## src/core/mlp_regs.vh

```
// register map, field positions, reset values and timing for the load protection stages
`ifndef MLP_REGS_VH
`define MLP_REGS_VH

// byte addresses: stage s at s*0x20, counter clear word after the three stages
`define MLP_OFS_CTRL 3'h0
`define MLP_OFS_PICK 3'h1
`define MLP_OFS_DLY 3'h2
`define MLP_OFS_STAT 3'h3
`define MLP_OFS_ALM_LO 3'h4
`define MLP_OFS_ALM_HI 3'h5
`define MLP_OFS_TRP_LO 3'h6
`define MLP_OFS_TRP_HI 3'h7
`define MLP_OFS_CLR 8'h60

// control word fields
`define MLP_B_FN_EN 0
`define MLP_B_EXTERNALLY_BLOCKED_FC 1
`define MLP_B_BLO_TC 2
`define MLP_B_EXTERNALLY_BLOCKED_TC_FC 3
`define MLP_B_MODE_ALL 4
`define MLP_B_MS_SEL 5
`define MLP_B_USE 8

// reset values
`define MLP_CTRL_RST_USE 9'h100
`define MLP_CTRL_RST_NOUSE 9'h000
`define MLP_UL_PICK_RST 11'h032
`define MLP_UL_DLY_RST 14'h0064
`define MLP_JAM_PICK_RST 11'h3E8
`define MLP_JAM_DLY_RST 14'h0014

// setting ranges, pickup in 0.01 rated current, delay in 0.1 s
`define MLP_UL_PICK_MIN 11'h005
`define MLP_UL_PICK_MAX 11'h05A
`define MLP_JAM_PICK_MIN 11'h064
`define MLP_JAM_PICK_MAX 11'h4B0
`define MLP_UL_DLY_MIN 14'h0004
`define MLP_JAM_DLY_MIN 14'h0000
`define MLP_DLY_MAX 14'h2EE0

// drop-out ratio of the undercurrent stage in percent
`define MLP_PCT_FULL 24'h000064
`define MLP_PCT_DROP 24'h000067

// counter ceiling
`define MLP_CNT_MAX 37'h174876E7FF

// delay resolution and clock period
`define MLP_TICK_NS 100000000
`define MLP_CLK_NS 50
`define MLP_TICK_CYCLES 21'h1E8480

`endif

```

## src/core/mlp_stage.v

```verilog
// one protection stage: pickup, delay timer, blocking and event counters
`timescale 1ns/1ps
`include "mlp_regs.vh"

module mlp_stage #(
	parameter IS_JAM = 1
) (
	// clock and reset
	input wire aclk,
	input wire aresetn,
	input wire tick,
	// phase currents c,b,a packed, 0.01 rated current each
	input wire [47:0] cur,
	// settings
	input wire used,
	input wire fn_en,
	input wire externally_blocked_fc,
	input wire blo_tc,
	input wire externally_blocked_tc_fc,
	input wire mode_all,
	input wire [10:0] pickup,
	input wire [13:0] delay,
	// blocking sources
	input wire ext1,
	input wire ext2,
	input wire ext_tc,
	input wire ms_blk,
	// counter clears
	input wire clr_alm,
	input wire clr_trp,
	// status
	output reg active,
	output reg ext_blocked,
	output reg tc_perm_blk,
	output reg tc_ext_blk,
	output reg alarm,
	output reg trip,
	output reg trip_command,
	output reg [36:0] alarm_count,
	output reg [36:0] trip_count
);

	wire [2:0] over;
	wire [2:0] below;
	wire [2:0] held;
	reg [13:0] tmr;

	// per phase compares, undercurrent drop-out at 103 percent of pickup
	genvar p;
	generate
		for (p = 0; p < 3; p = p + 1) begin : g_ph
			wire [23:0] c = {8'h00, cur[16*p+15:16*p]};
			wire [23:0] pk = {13'h0000, pickup};
			assign over[p] = c > pk;
			assign below[p] = c < pk;
			assign held[p] = c * `MLP_PCT_FULL < pk * `MLP_PCT_DROP;
		end
	endgenerate

	// pickup with mode and hysteresis
	wire ul_pick = mode_all ? &below : |below;
	wire ul_hold = mode_all ? &held : |held;
	wire pick = IS_JAM ? |over : (alarm ? ul_hold : ul_pick);
	wire ext_blk_now = externally_blocked_fc & (ext1 | ext2);
	wire blocked = ~(used & fn_en) | ext_blk_now | ms_blk;
	wire tc_ext_now = externally_blocked_tc_fc & ext_tc;
	wire next_alarm = pick & ~blocked;
	wire tmr_done = tmr >= delay;
	wire next_trip = next_alarm & tmr_done;
	wire next_tc = next_trip & ~blo_tc & ~tc_ext_now;
	wire rise_alm = next_alarm & ~alarm;
	wire rise_tc = next_tc & ~trip_command;

	// status, timer and counters
	always @(posedge aclk) begin
		if (!aresetn) begin
			active <= 1'b0;
			ext_blocked <= 1'b0;
			tc_perm_blk <= 1'b0;
			tc_ext_blk <= 1'b0;
			alarm <= 1'b0;
			trip <= 1'b0;
			trip_command <= 1'b0;
			tmr <= 14'h0000;
			alarm_count <= 37'h0000000000;
			trip_count <= 37'h0000000000;
		end else begin
			active <= used & fn_en;
			ext_blocked <= ext_blk_now | ms_blk;
			tc_perm_blk <= blo_tc;
			tc_ext_blk <= tc_ext_now;
			alarm <= next_alarm;
			trip <= next_trip;
			trip_command <= next_tc;
			// timer restarts whenever pickup drops or stage blocks
			if (next_alarm & alarm) begin
				if (tick & ~tmr_done)
					tmr <= tmr + 14'h0001;
			end else begin
				tmr <= 14'h0000;
			end
			// a clear in the cycle of a new event keeps that event
			if (clr_alm)
				alarm_count <= {36'h000000000, rise_alm};
			else if (rise_alm & (alarm_count != `MLP_CNT_MAX))
				alarm_count <= alarm_count + 37'h0000000001;
			if (clr_trp)
				trip_count <= {36'h000000000, rise_tc};
			else if (rise_tc & (trip_count != `MLP_CNT_MAX))
				trip_count <= trip_count + 37'h0000000001;
		end
	end

endmodule // mlp_stage

```

## src/core/mlp_top.v

```verilog
// motor load protection: undercurrent stage, two jam stages, axi4-lite registers
`timescale 1ns/1ps
`include "mlp_regs.vh"

module mlp_top #(
	parameter [20:0] TICK_CYCLES = `MLP_TICK_CYCLES
) (
	// clock and reset
	input wire aclk,
	input wire aresetn,
	// axi4-lite write address
	input wire [7:0] s_axi_awaddr,
	input wire s_axi_awvalid,
	output wire s_axi_awready,
	// axi4-lite write data
	input wire [31:0] s_axi_wdata,
	input wire [3:0] s_axi_wstrb,
	input wire s_axi_wvalid,
	output wire s_axi_wready,
	// axi4-lite write response
	output reg [1:0] s_axi_bresp,
	output reg s_axi_bvalid,
	input wire s_axi_bready,
	// axi4-lite read address
	input wire [7:0] s_axi_araddr,
	input wire s_axi_arvalid,
	output wire s_axi_arready,
	// axi4-lite read data
	output reg [31:0] s_axi_rdata,
	output reg [1:0] s_axi_rresp,
	output reg s_axi_rvalid,
	input wire s_axi_rready,
	// measured phase currents, 0.01 rated current
	input wire [15:0] phase_a_current,
	input wire [15:0] phase_b_current,
	input wire [15:0] phase_c_current,
	// blocking inputs, bit 0 undercurrent, bits 1-2 jam
	input wire [2:0] ext_block_one_in,
	input wire [2:0] ext_block_two_in,
	input wire [2:0] ext_trip_cmd_block_in,
	input wire motor_start_jam_block_signal,
	input wire motor_start_alt_block_in,
	// stage status, same bit order
	output wire [2:0] stage_active,
	output wire [2:0] externally_blocked,
	output wire [2:0] trip_cmd_perm_blocked,
	output wire [2:0] trip_cmd_ext_blocked,
	output wire [2:0] alarm,
	output wire [2:0] trip,
	output wire [2:0] trip_command
);

	reg [8:0] ctrl [0:2];
	reg [10:0] pick [0:2];
	reg [13:0] dly [0:2];
	wire [36:0] alm_cnt [0:2];
	wire [36:0] trp_cnt [0:2];
	reg [2:0] clr_alm;
	reg [2:0] clr_trp;
	reg [20:0] tick_cnt;
	reg tick;
	reg aw_got;
	reg w_got;
	reg [7:0] awa;
	reg [31:0] wd;
	reg [3:0] ws;
	integer i;

	// delay resolution tick, one pulse per 0.1 s
	always @(posedge aclk) begin
		if (!aresetn) begin
			tick_cnt <= 21'h000000;
			tick <= 1'b0;
		end else if (tick_cnt == TICK_CYCLES - 21'h000001) begin
			tick_cnt <= 21'h000000;
			tick <= 1'b1;
		end else begin
			tick_cnt <= tick_cnt + 21'h000001;
			tick <= 1'b0;
		end
	end

	// aligned and mapped address
	function addr_ok;
		input [7:0] a;
		begin
			addr_ok = (a[1:0] == 2'h0) && (a <= `MLP_OFS_CLR);
		end
	endfunction

	// status word of one stage
	function [31:0] stat_word;
		input [1:0] s;
		begin
			stat_word = {25'h0000000, trip_command[s], trip[s], alarm[s],
				trip_cmd_ext_blocked[s], trip_cmd_perm_blocked[s],
				externally_blocked[s], stage_active[s]};
		end
	endfunction

	// register read mux, shared by reads and write merges
	function [31:0] word_at;
		input [7:0] a;
		reg [1:0] s;
		begin
			word_at = 32'h00000000;
			s = a[6:5];
			if (addr_ok(a) && (a < `MLP_OFS_CLR)) begin
				case (a[4:2])
					`MLP_OFS_CTRL: word_at = {23'h000000, ctrl[s]};
					`MLP_OFS_PICK: word_at = {21'h000000, pick[s]};
					`MLP_OFS_DLY: word_at = {18'h00000, dly[s]};
					`MLP_OFS_STAT: word_at = stat_word(s);
					`MLP_OFS_ALM_LO: word_at = alm_cnt[s][31:0];
					`MLP_OFS_ALM_HI: word_at = {27'h0000000, alm_cnt[s][36:32]};
					`MLP_OFS_TRP_LO: word_at = trp_cnt[s][31:0];
					`MLP_OFS_TRP_HI: word_at = {27'h0000000, trp_cnt[s][36:32]};
					default: word_at = 32'h00000000;
				endcase
			end
		end
	endfunction

	// bound a setting to its range
	function [13:0] clamp;
		input [13:0] v;
		input [13:0] lo;
		input [13:0] hi;
		begin
			if (v < lo)
				clamp = lo;
			else if (v > hi)
				clamp = hi;
			else
				clamp = v;
		end
	endfunction

	// byte-lane merge of pending write
	wire [31:0] wmask = {{8{ws[3]}}, {8{ws[2]}}, {8{ws[1]}}, {8{ws[0]}}};
	wire [31:0] merged = (word_at(awa) & ~wmask) | (wd & wmask);
	wire [1:0] wsel = awa[6:5];
	wire wsel_ul = (wsel == 2'h0);
	wire [13:0] pick_lo = wsel_ul ? {3'h0, `MLP_UL_PICK_MIN} : {3'h0, `MLP_JAM_PICK_MIN};
	wire [13:0] pick_hi = wsel_ul ? {3'h0, `MLP_UL_PICK_MAX} : {3'h0, `MLP_JAM_PICK_MAX};
	wire [13:0] dly_lo = wsel_ul ? `MLP_UL_DLY_MIN : `MLP_JAM_DLY_MIN;
	wire [13:0] pick_new = clamp({3'h0, merged[10:0]}, pick_lo, pick_hi);
	wire [13:0] dly_new = clamp(merged[13:0], dly_lo, `MLP_DLY_MAX);
	wire do_write = aw_got & w_got;

	// handshakes
	assign s_axi_awready = ~aw_got & ~s_axi_bvalid;
	assign s_axi_wready = ~w_got & ~s_axi_bvalid;
	assign s_axi_arready = ~s_axi_rvalid;

	// write channel: address and data in either order, response after both
	always @(posedge aclk) begin
		if (!aresetn) begin
			aw_got <= 1'b0;
			w_got <= 1'b0;
			awa <= 8'h00;
			wd <= 32'h00000000;
			ws <= 4'h0;
			s_axi_bvalid <= 1'b0;
			s_axi_bresp <= 2'h0;
		end else begin
			if (s_axi_awvalid & s_axi_awready) begin
				aw_got <= 1'b1;
				awa <= s_axi_awaddr;
			end
			if (s_axi_wvalid & s_axi_wready) begin
				w_got <= 1'b1;
				wd <= s_axi_wdata;
				ws <= s_axi_wstrb;
			end
			if (do_write) begin
				aw_got <= 1'b0;
				w_got <= 1'b0;
				s_axi_bvalid <= 1'b1;
				s_axi_bresp <= addr_ok(awa) ? 2'h0 : 2'h2;
			end else if (s_axi_bvalid & s_axi_bready) begin
				s_axi_bvalid <= 1'b0;
			end
		end
	end

	// settings and counter clear pulses
	always @(posedge aclk) begin
		if (!aresetn) begin
			for (i = 0; i < 3; i = i + 1) begin
				ctrl[i] <= (i == 1) ? `MLP_CTRL_RST_USE : `MLP_CTRL_RST_NOUSE;
				pick[i] <= (i == 0) ? `MLP_UL_PICK_RST : `MLP_JAM_PICK_RST;
				dly[i] <= (i == 0) ? `MLP_UL_DLY_RST : `MLP_JAM_DLY_RST;
			end
			clr_alm <= 3'h0;
			clr_trp <= 3'h0;
		end else begin
			clr_alm <= 3'h0;
			clr_trp <= 3'h0;
			if (do_write && addr_ok(awa)) begin
				if (awa == `MLP_OFS_CLR) begin
					clr_alm <= merged[2:0];
					clr_trp <= merged[6:4];
				end else begin
					case (awa[4:2])
						`MLP_OFS_CTRL: begin
							ctrl[wsel] <= merged[8:0];
						end
						`MLP_OFS_PICK: begin
							pick[wsel] <= pick_new[10:0];
						end
						`MLP_OFS_DLY: begin
							dly[wsel] <= dly_new;
						end
						default: begin
							ctrl[wsel] <= ctrl[wsel];
						end
					endcase
				end
			end
		end
	end

	// read channel
	always @(posedge aclk) begin
		if (!aresetn) begin
			s_axi_rvalid <= 1'b0;
			s_axi_rdata <= 32'h00000000;
			s_axi_rresp <= 2'h0;
		end else if (s_axi_arvalid & s_axi_arready) begin
			s_axi_rvalid <= 1'b1;
			s_axi_rdata <= word_at(s_axi_araddr);
			s_axi_rresp <= addr_ok(s_axi_araddr) ? 2'h0 : 2'h2;
		end else if (s_axi_rvalid & s_axi_rready) begin
			s_axi_rvalid <= 1'b0;
		end
	end

	// the three stages; undercurrent has no planning setting and is always in use
	wire [47:0] cur_bus = {phase_c_current, phase_b_current, phase_a_current};
	genvar g;
	generate
		for (g = 0; g < 3; g = g + 1) begin : g_stage
			wire [8:0] c = ctrl[g];
			wire used = (g == 0) ? 1'b1 : c[`MLP_B_USE];
			// start blocking source, motor-start jam signal by default
			wire ms = c[`MLP_B_MS_SEL] ? motor_start_alt_block_in
				: motor_start_jam_block_signal;
			mlp_stage #(
				.IS_JAM((g == 0) ? 0 : 1)
			) u_stage (
				.aclk(aclk),
				.aresetn(aresetn),
				.tick(tick),
				.cur(cur_bus),
				.used(used),
				.fn_en(c[`MLP_B_FN_EN]),
				.externally_blocked_fc(c[`MLP_B_EXTERNALLY_BLOCKED_FC]),
				.blo_tc(c[`MLP_B_BLO_TC]),
				.externally_blocked_tc_fc(c[`MLP_B_EXTERNALLY_BLOCKED_TC_FC]),
				.mode_all(c[`MLP_B_MODE_ALL]),
				.pickup(pick[g]),
				.delay(dly[g]),
				.ext1(ext_block_one_in[g]),
				.ext2(ext_block_two_in[g]),
				.ext_tc(ext_trip_cmd_block_in[g]),
				.ms_blk(ms),
				.clr_alm(clr_alm[g]),
				.clr_trp(clr_trp[g]),
				.active(stage_active[g]),
				.ext_blocked(externally_blocked[g]),
				.tc_perm_blk(trip_cmd_perm_blocked[g]),
				.tc_ext_blk(trip_cmd_ext_blocked[g]),
				.alarm(alarm[g]),
				.trip(trip[g]),
				.trip_command(trip_command[g]),
				.alarm_count(alm_cnt[g]),
				.trip_count(trp_cnt[g])
			);
		end
	endgenerate

endmodule // mlp_top

```

## config.mk

```make
export PLATFORM = sky130hd
export DESIGN_NAME = mlp_top
export DESIGN_NICKNAME = d
export VERILOG_FILES = /design/src/core/mlp_stage.v /design/src/core/mlp_top.v
export VERILOG_INCLUDE_DIRS = /design/src /design/src/core
export SDC_FILE = /design/constraint.sdc
export NUM_CORES = 2
export LEC_CHECK = 0
export ABC_CLOCK_PERIOD_IN_PS = 17900
export BUFFER_PORTS_ARGS = -buffer_cell sky130_fd_sc_hd__buf_2
export CAP_MARGIN = 20
export CELL_PAD_IN_SITES_DETAIL_PLACEMENT = 1
export CELL_PAD_IN_SITES_GLOBAL_PLACEMENT = 2
export CORE_MARGIN = 2
export CORE_UTILIZATION = 43
export DETAILED_ROUTE_END_ITERATION = 10
export PLACE_DENSITY_LB_ADDON = 0.1
export REMOVE_ABC_BUFFERS = 1
export SKIP_LAST_GASP = 1
export SLEW_MARGIN = 25
export SYNTH_ARGS = -nofsm -noshare
export SYNTH_HDL_FRONTEND = slang
export SYNTH_SLANG_ARGS = --single-unit
export TNS_END_PERCENT = 20
```

## constraint.sdc

```tcl
create_clock -name aclk -period 17.9 [get_ports aclk]
set_input_delay 2.685 -clock aclk [delete_from_list [all_inputs] [get_ports aclk]]
set_output_delay 2.685 -clock aclk [all_outputs]
set_load 0.005 [all_outputs]
```

==> run metrics <==
Clk Latency, worst-skew pair 0.66 ns; worst clock skew 0.0219 ns; status completed; register area share after synthesis 29.9%; mapped cell area 0.0390 mm²; post_cts resized 0; Avg WL per Cell 24.9 µm; Rel. slew slack 27.9%; Synth Warn # 0; Layout Cell Area excl Fill 0.0428 mm²; Seq. cell area 0.0116 mm²; Tcrit/Tclk final 50.7%; total negative setup slack 0 ns; fill count 10600; Slew Limit Fails 0; Routed WL 143000 µm; crit path DAT 9.64 ns; Max Root-Sink Buffers 3; commonest non-fill, non-tap cell in the layout ha_1; delay-heaviest family, CP adder cells; GR Overflow Total 0; Final Hold Fails 0; worst hold path class reg -> reg; via/cell ratio 5.95; post-route ant nets 0; initial antenna violation count 8; via count 34300; Static Leak 17.7 nW; Root Buffer clkbuf_16; fraction of registers with async set/reset 0%; slowest CP cell xnor2_1; Final setup viols 0; worst hold slack 0.450 ns; Req. time, crit path 18.45 ns; die width 305 µm; crit-path max cell delay 0.74 ns; Finished Layout Cells 5765; Area growth syn-to-layout 9.92%; EDFF count, synth 136; Maximum Capacitance Violations 0; worst vdd ir 0.0658 mV; Iteration-0 DRC Markers 2795; number of synthesized register bits 513; Tmin final 9.08 ns; most frequent cells in the layout ha_1, inv_1, nor2_1; Net count, final 5123; power per cell area 84.1 mW/mm²; CTS tree done; Die ar. 0.0930 mm²; CP Max Fanout 17; DP Area 0.0407 mm²; number of global-route vias before repair 34200; number of cell rows 110; area of the multi-input gates 0.0250 mm²; first-pass detailed-route iteration total 5; RSZ-0062 raised after global routing false; global-route wire length before repair 214000 µm; Core Footprint 0.0899 mm²; RePlAce Congestion 0.938; hold buffer count at CTS 0; Synth Area per Inst 8.73 µm²; critical path class reg -> reg; boundary pin count 180; Post-CTS Setup Repair Bufs 0; CP bufs+invs 3; Total GRT Usage 30.1%; main flop type after synthesis dfxtp_1; share of cells above drive strength 1 9.62%; largest net degree at the start of global routing 71; crit path capture type register; Mapped Cells 4461; CTS H-Tree Depth 2; # port buffers 157; CP startpoint kind register; Die Ht 305 µm; Post-DP HPWL 111000 µm; Worst Tran Pin Value 1.07 ns; CTS buffer count 58; # DRC 0; Num Clock Sinks 513; Total Power 3.60 mW; fmax 110 MHz; synth unique cells 98; placed instance count 5651; most frequent CP cell ha_1; Clock Pin Slew Worst Setup and Hold Paths 0.07 ns; Initial Util 43.3%
==> routing by layer <==
layer	track usage, %	vias up	wire, µm
met5	0	-	0
met4	8.72	0	4410
met3	6.31	184	10400
met2	46.9	1012	62700
met1	41.9	17000	65800
li1	-	16100	-
==> sequential cells by signal (all words and copies together) (netlist names), 8 cells and up, named ones only <==
name                         count
dly                             56
g_stage.u_stage.trip_count     111
g_stage.u_stage.tmr             42
wd                              14
ctrl                            36
pick                            44
tick_cnt                        21
g_stage.u_stage.alarm_count    111
awa                              8
s_axi_rdata                     32
==> metrics by stage <==
step | worst slack [ns] | utilization (%)
detailed placement | 8.63 | 45.3
finish | 8.82 | 47.6
global route | 8.19 | 47.6
CTS | 8.90 | 47.6
floorplan | 10.02 | -
global placement | 8.71 | 45.3
==> cell type report <==
class,instances,area share (%)
multi-input combinational,3348,58.3
sequential,513,27.2
clock buffer,84,3.97
inverter,416,3.65
tap,1176,3.44
timing repair buffer,199,2.64
clock inverter,26,0.803
antenna,3,0.0175
==> cells by family after synthesis <==
logic type,synth area share (%)
simple gates,19.6
compound gates,14.7
buf+inv,6.56
flops,29.9
fa+ha+maj,16.2
xor+xnor,5.17
mux,7.95
other cells,0.00963
==> where the power goes <==
| group | switching (mW) | internal [mW] |
|---|---|---|
| registers | 0.0264 | 1.22 |
| logic | 0.647 | 0.392 |
| clock network | 0.538 | 0.774 |
==> path summary, 6_finish.rpt <==
kind,startpoint,end,slack (ns),cells past startpoint
worst max-delay path,pick[0][0]$_SDFFCE_PN0P_,g_stage[0].u_stage.trip_command$_SDFF_PN0_,8.82,30
worst max register to register,pick[0][0]$_SDFFCE_PN0P_,g_stage[0].u_stage.trip_command$_SDFF_PN0_,8.82,30
worst min-delay path,tick_cnt[0]$_SDFF_PP0_,tick_cnt[0]$_SDFF_PP0_,0.45,1
worst min register to register,tick_cnt[0]$_SDFF_PP0_,tick_cnt[0]$_SDFF_PP0_,0.45,1
==> worst reg2reg max path: cells and delay by family (launching register included) <==
kind	cells	cell delay (ns)
XOR/XNOR	1	0.74
flip-flops	1	0.63
AO/OA/AOI/OAI	9	2.27
AND/OR/NAND/NOR	10	2.51
adder cells (fa/ha/maj)	7	2.63
buffers and inverters	3	0.19
==> cells in the mapped netlist (114+ instances only) <==
cell type  number  area [µm²]
xor2_1        122        1070
edfxtp_1      136        4080
a21oi_1       228        1140
nand3_1       147         736
nor2_1        409        1540
mux2i_1       133        1330
nand4_1       114         713
dfxtp_1       377        7550
inv_1         413        1550
nand2_1       340        1280
o21ai_0       160         801
clkbuf_1      146         548
ha_1          415        5190
Note: power is estimated with default switching activity, not from simulation.
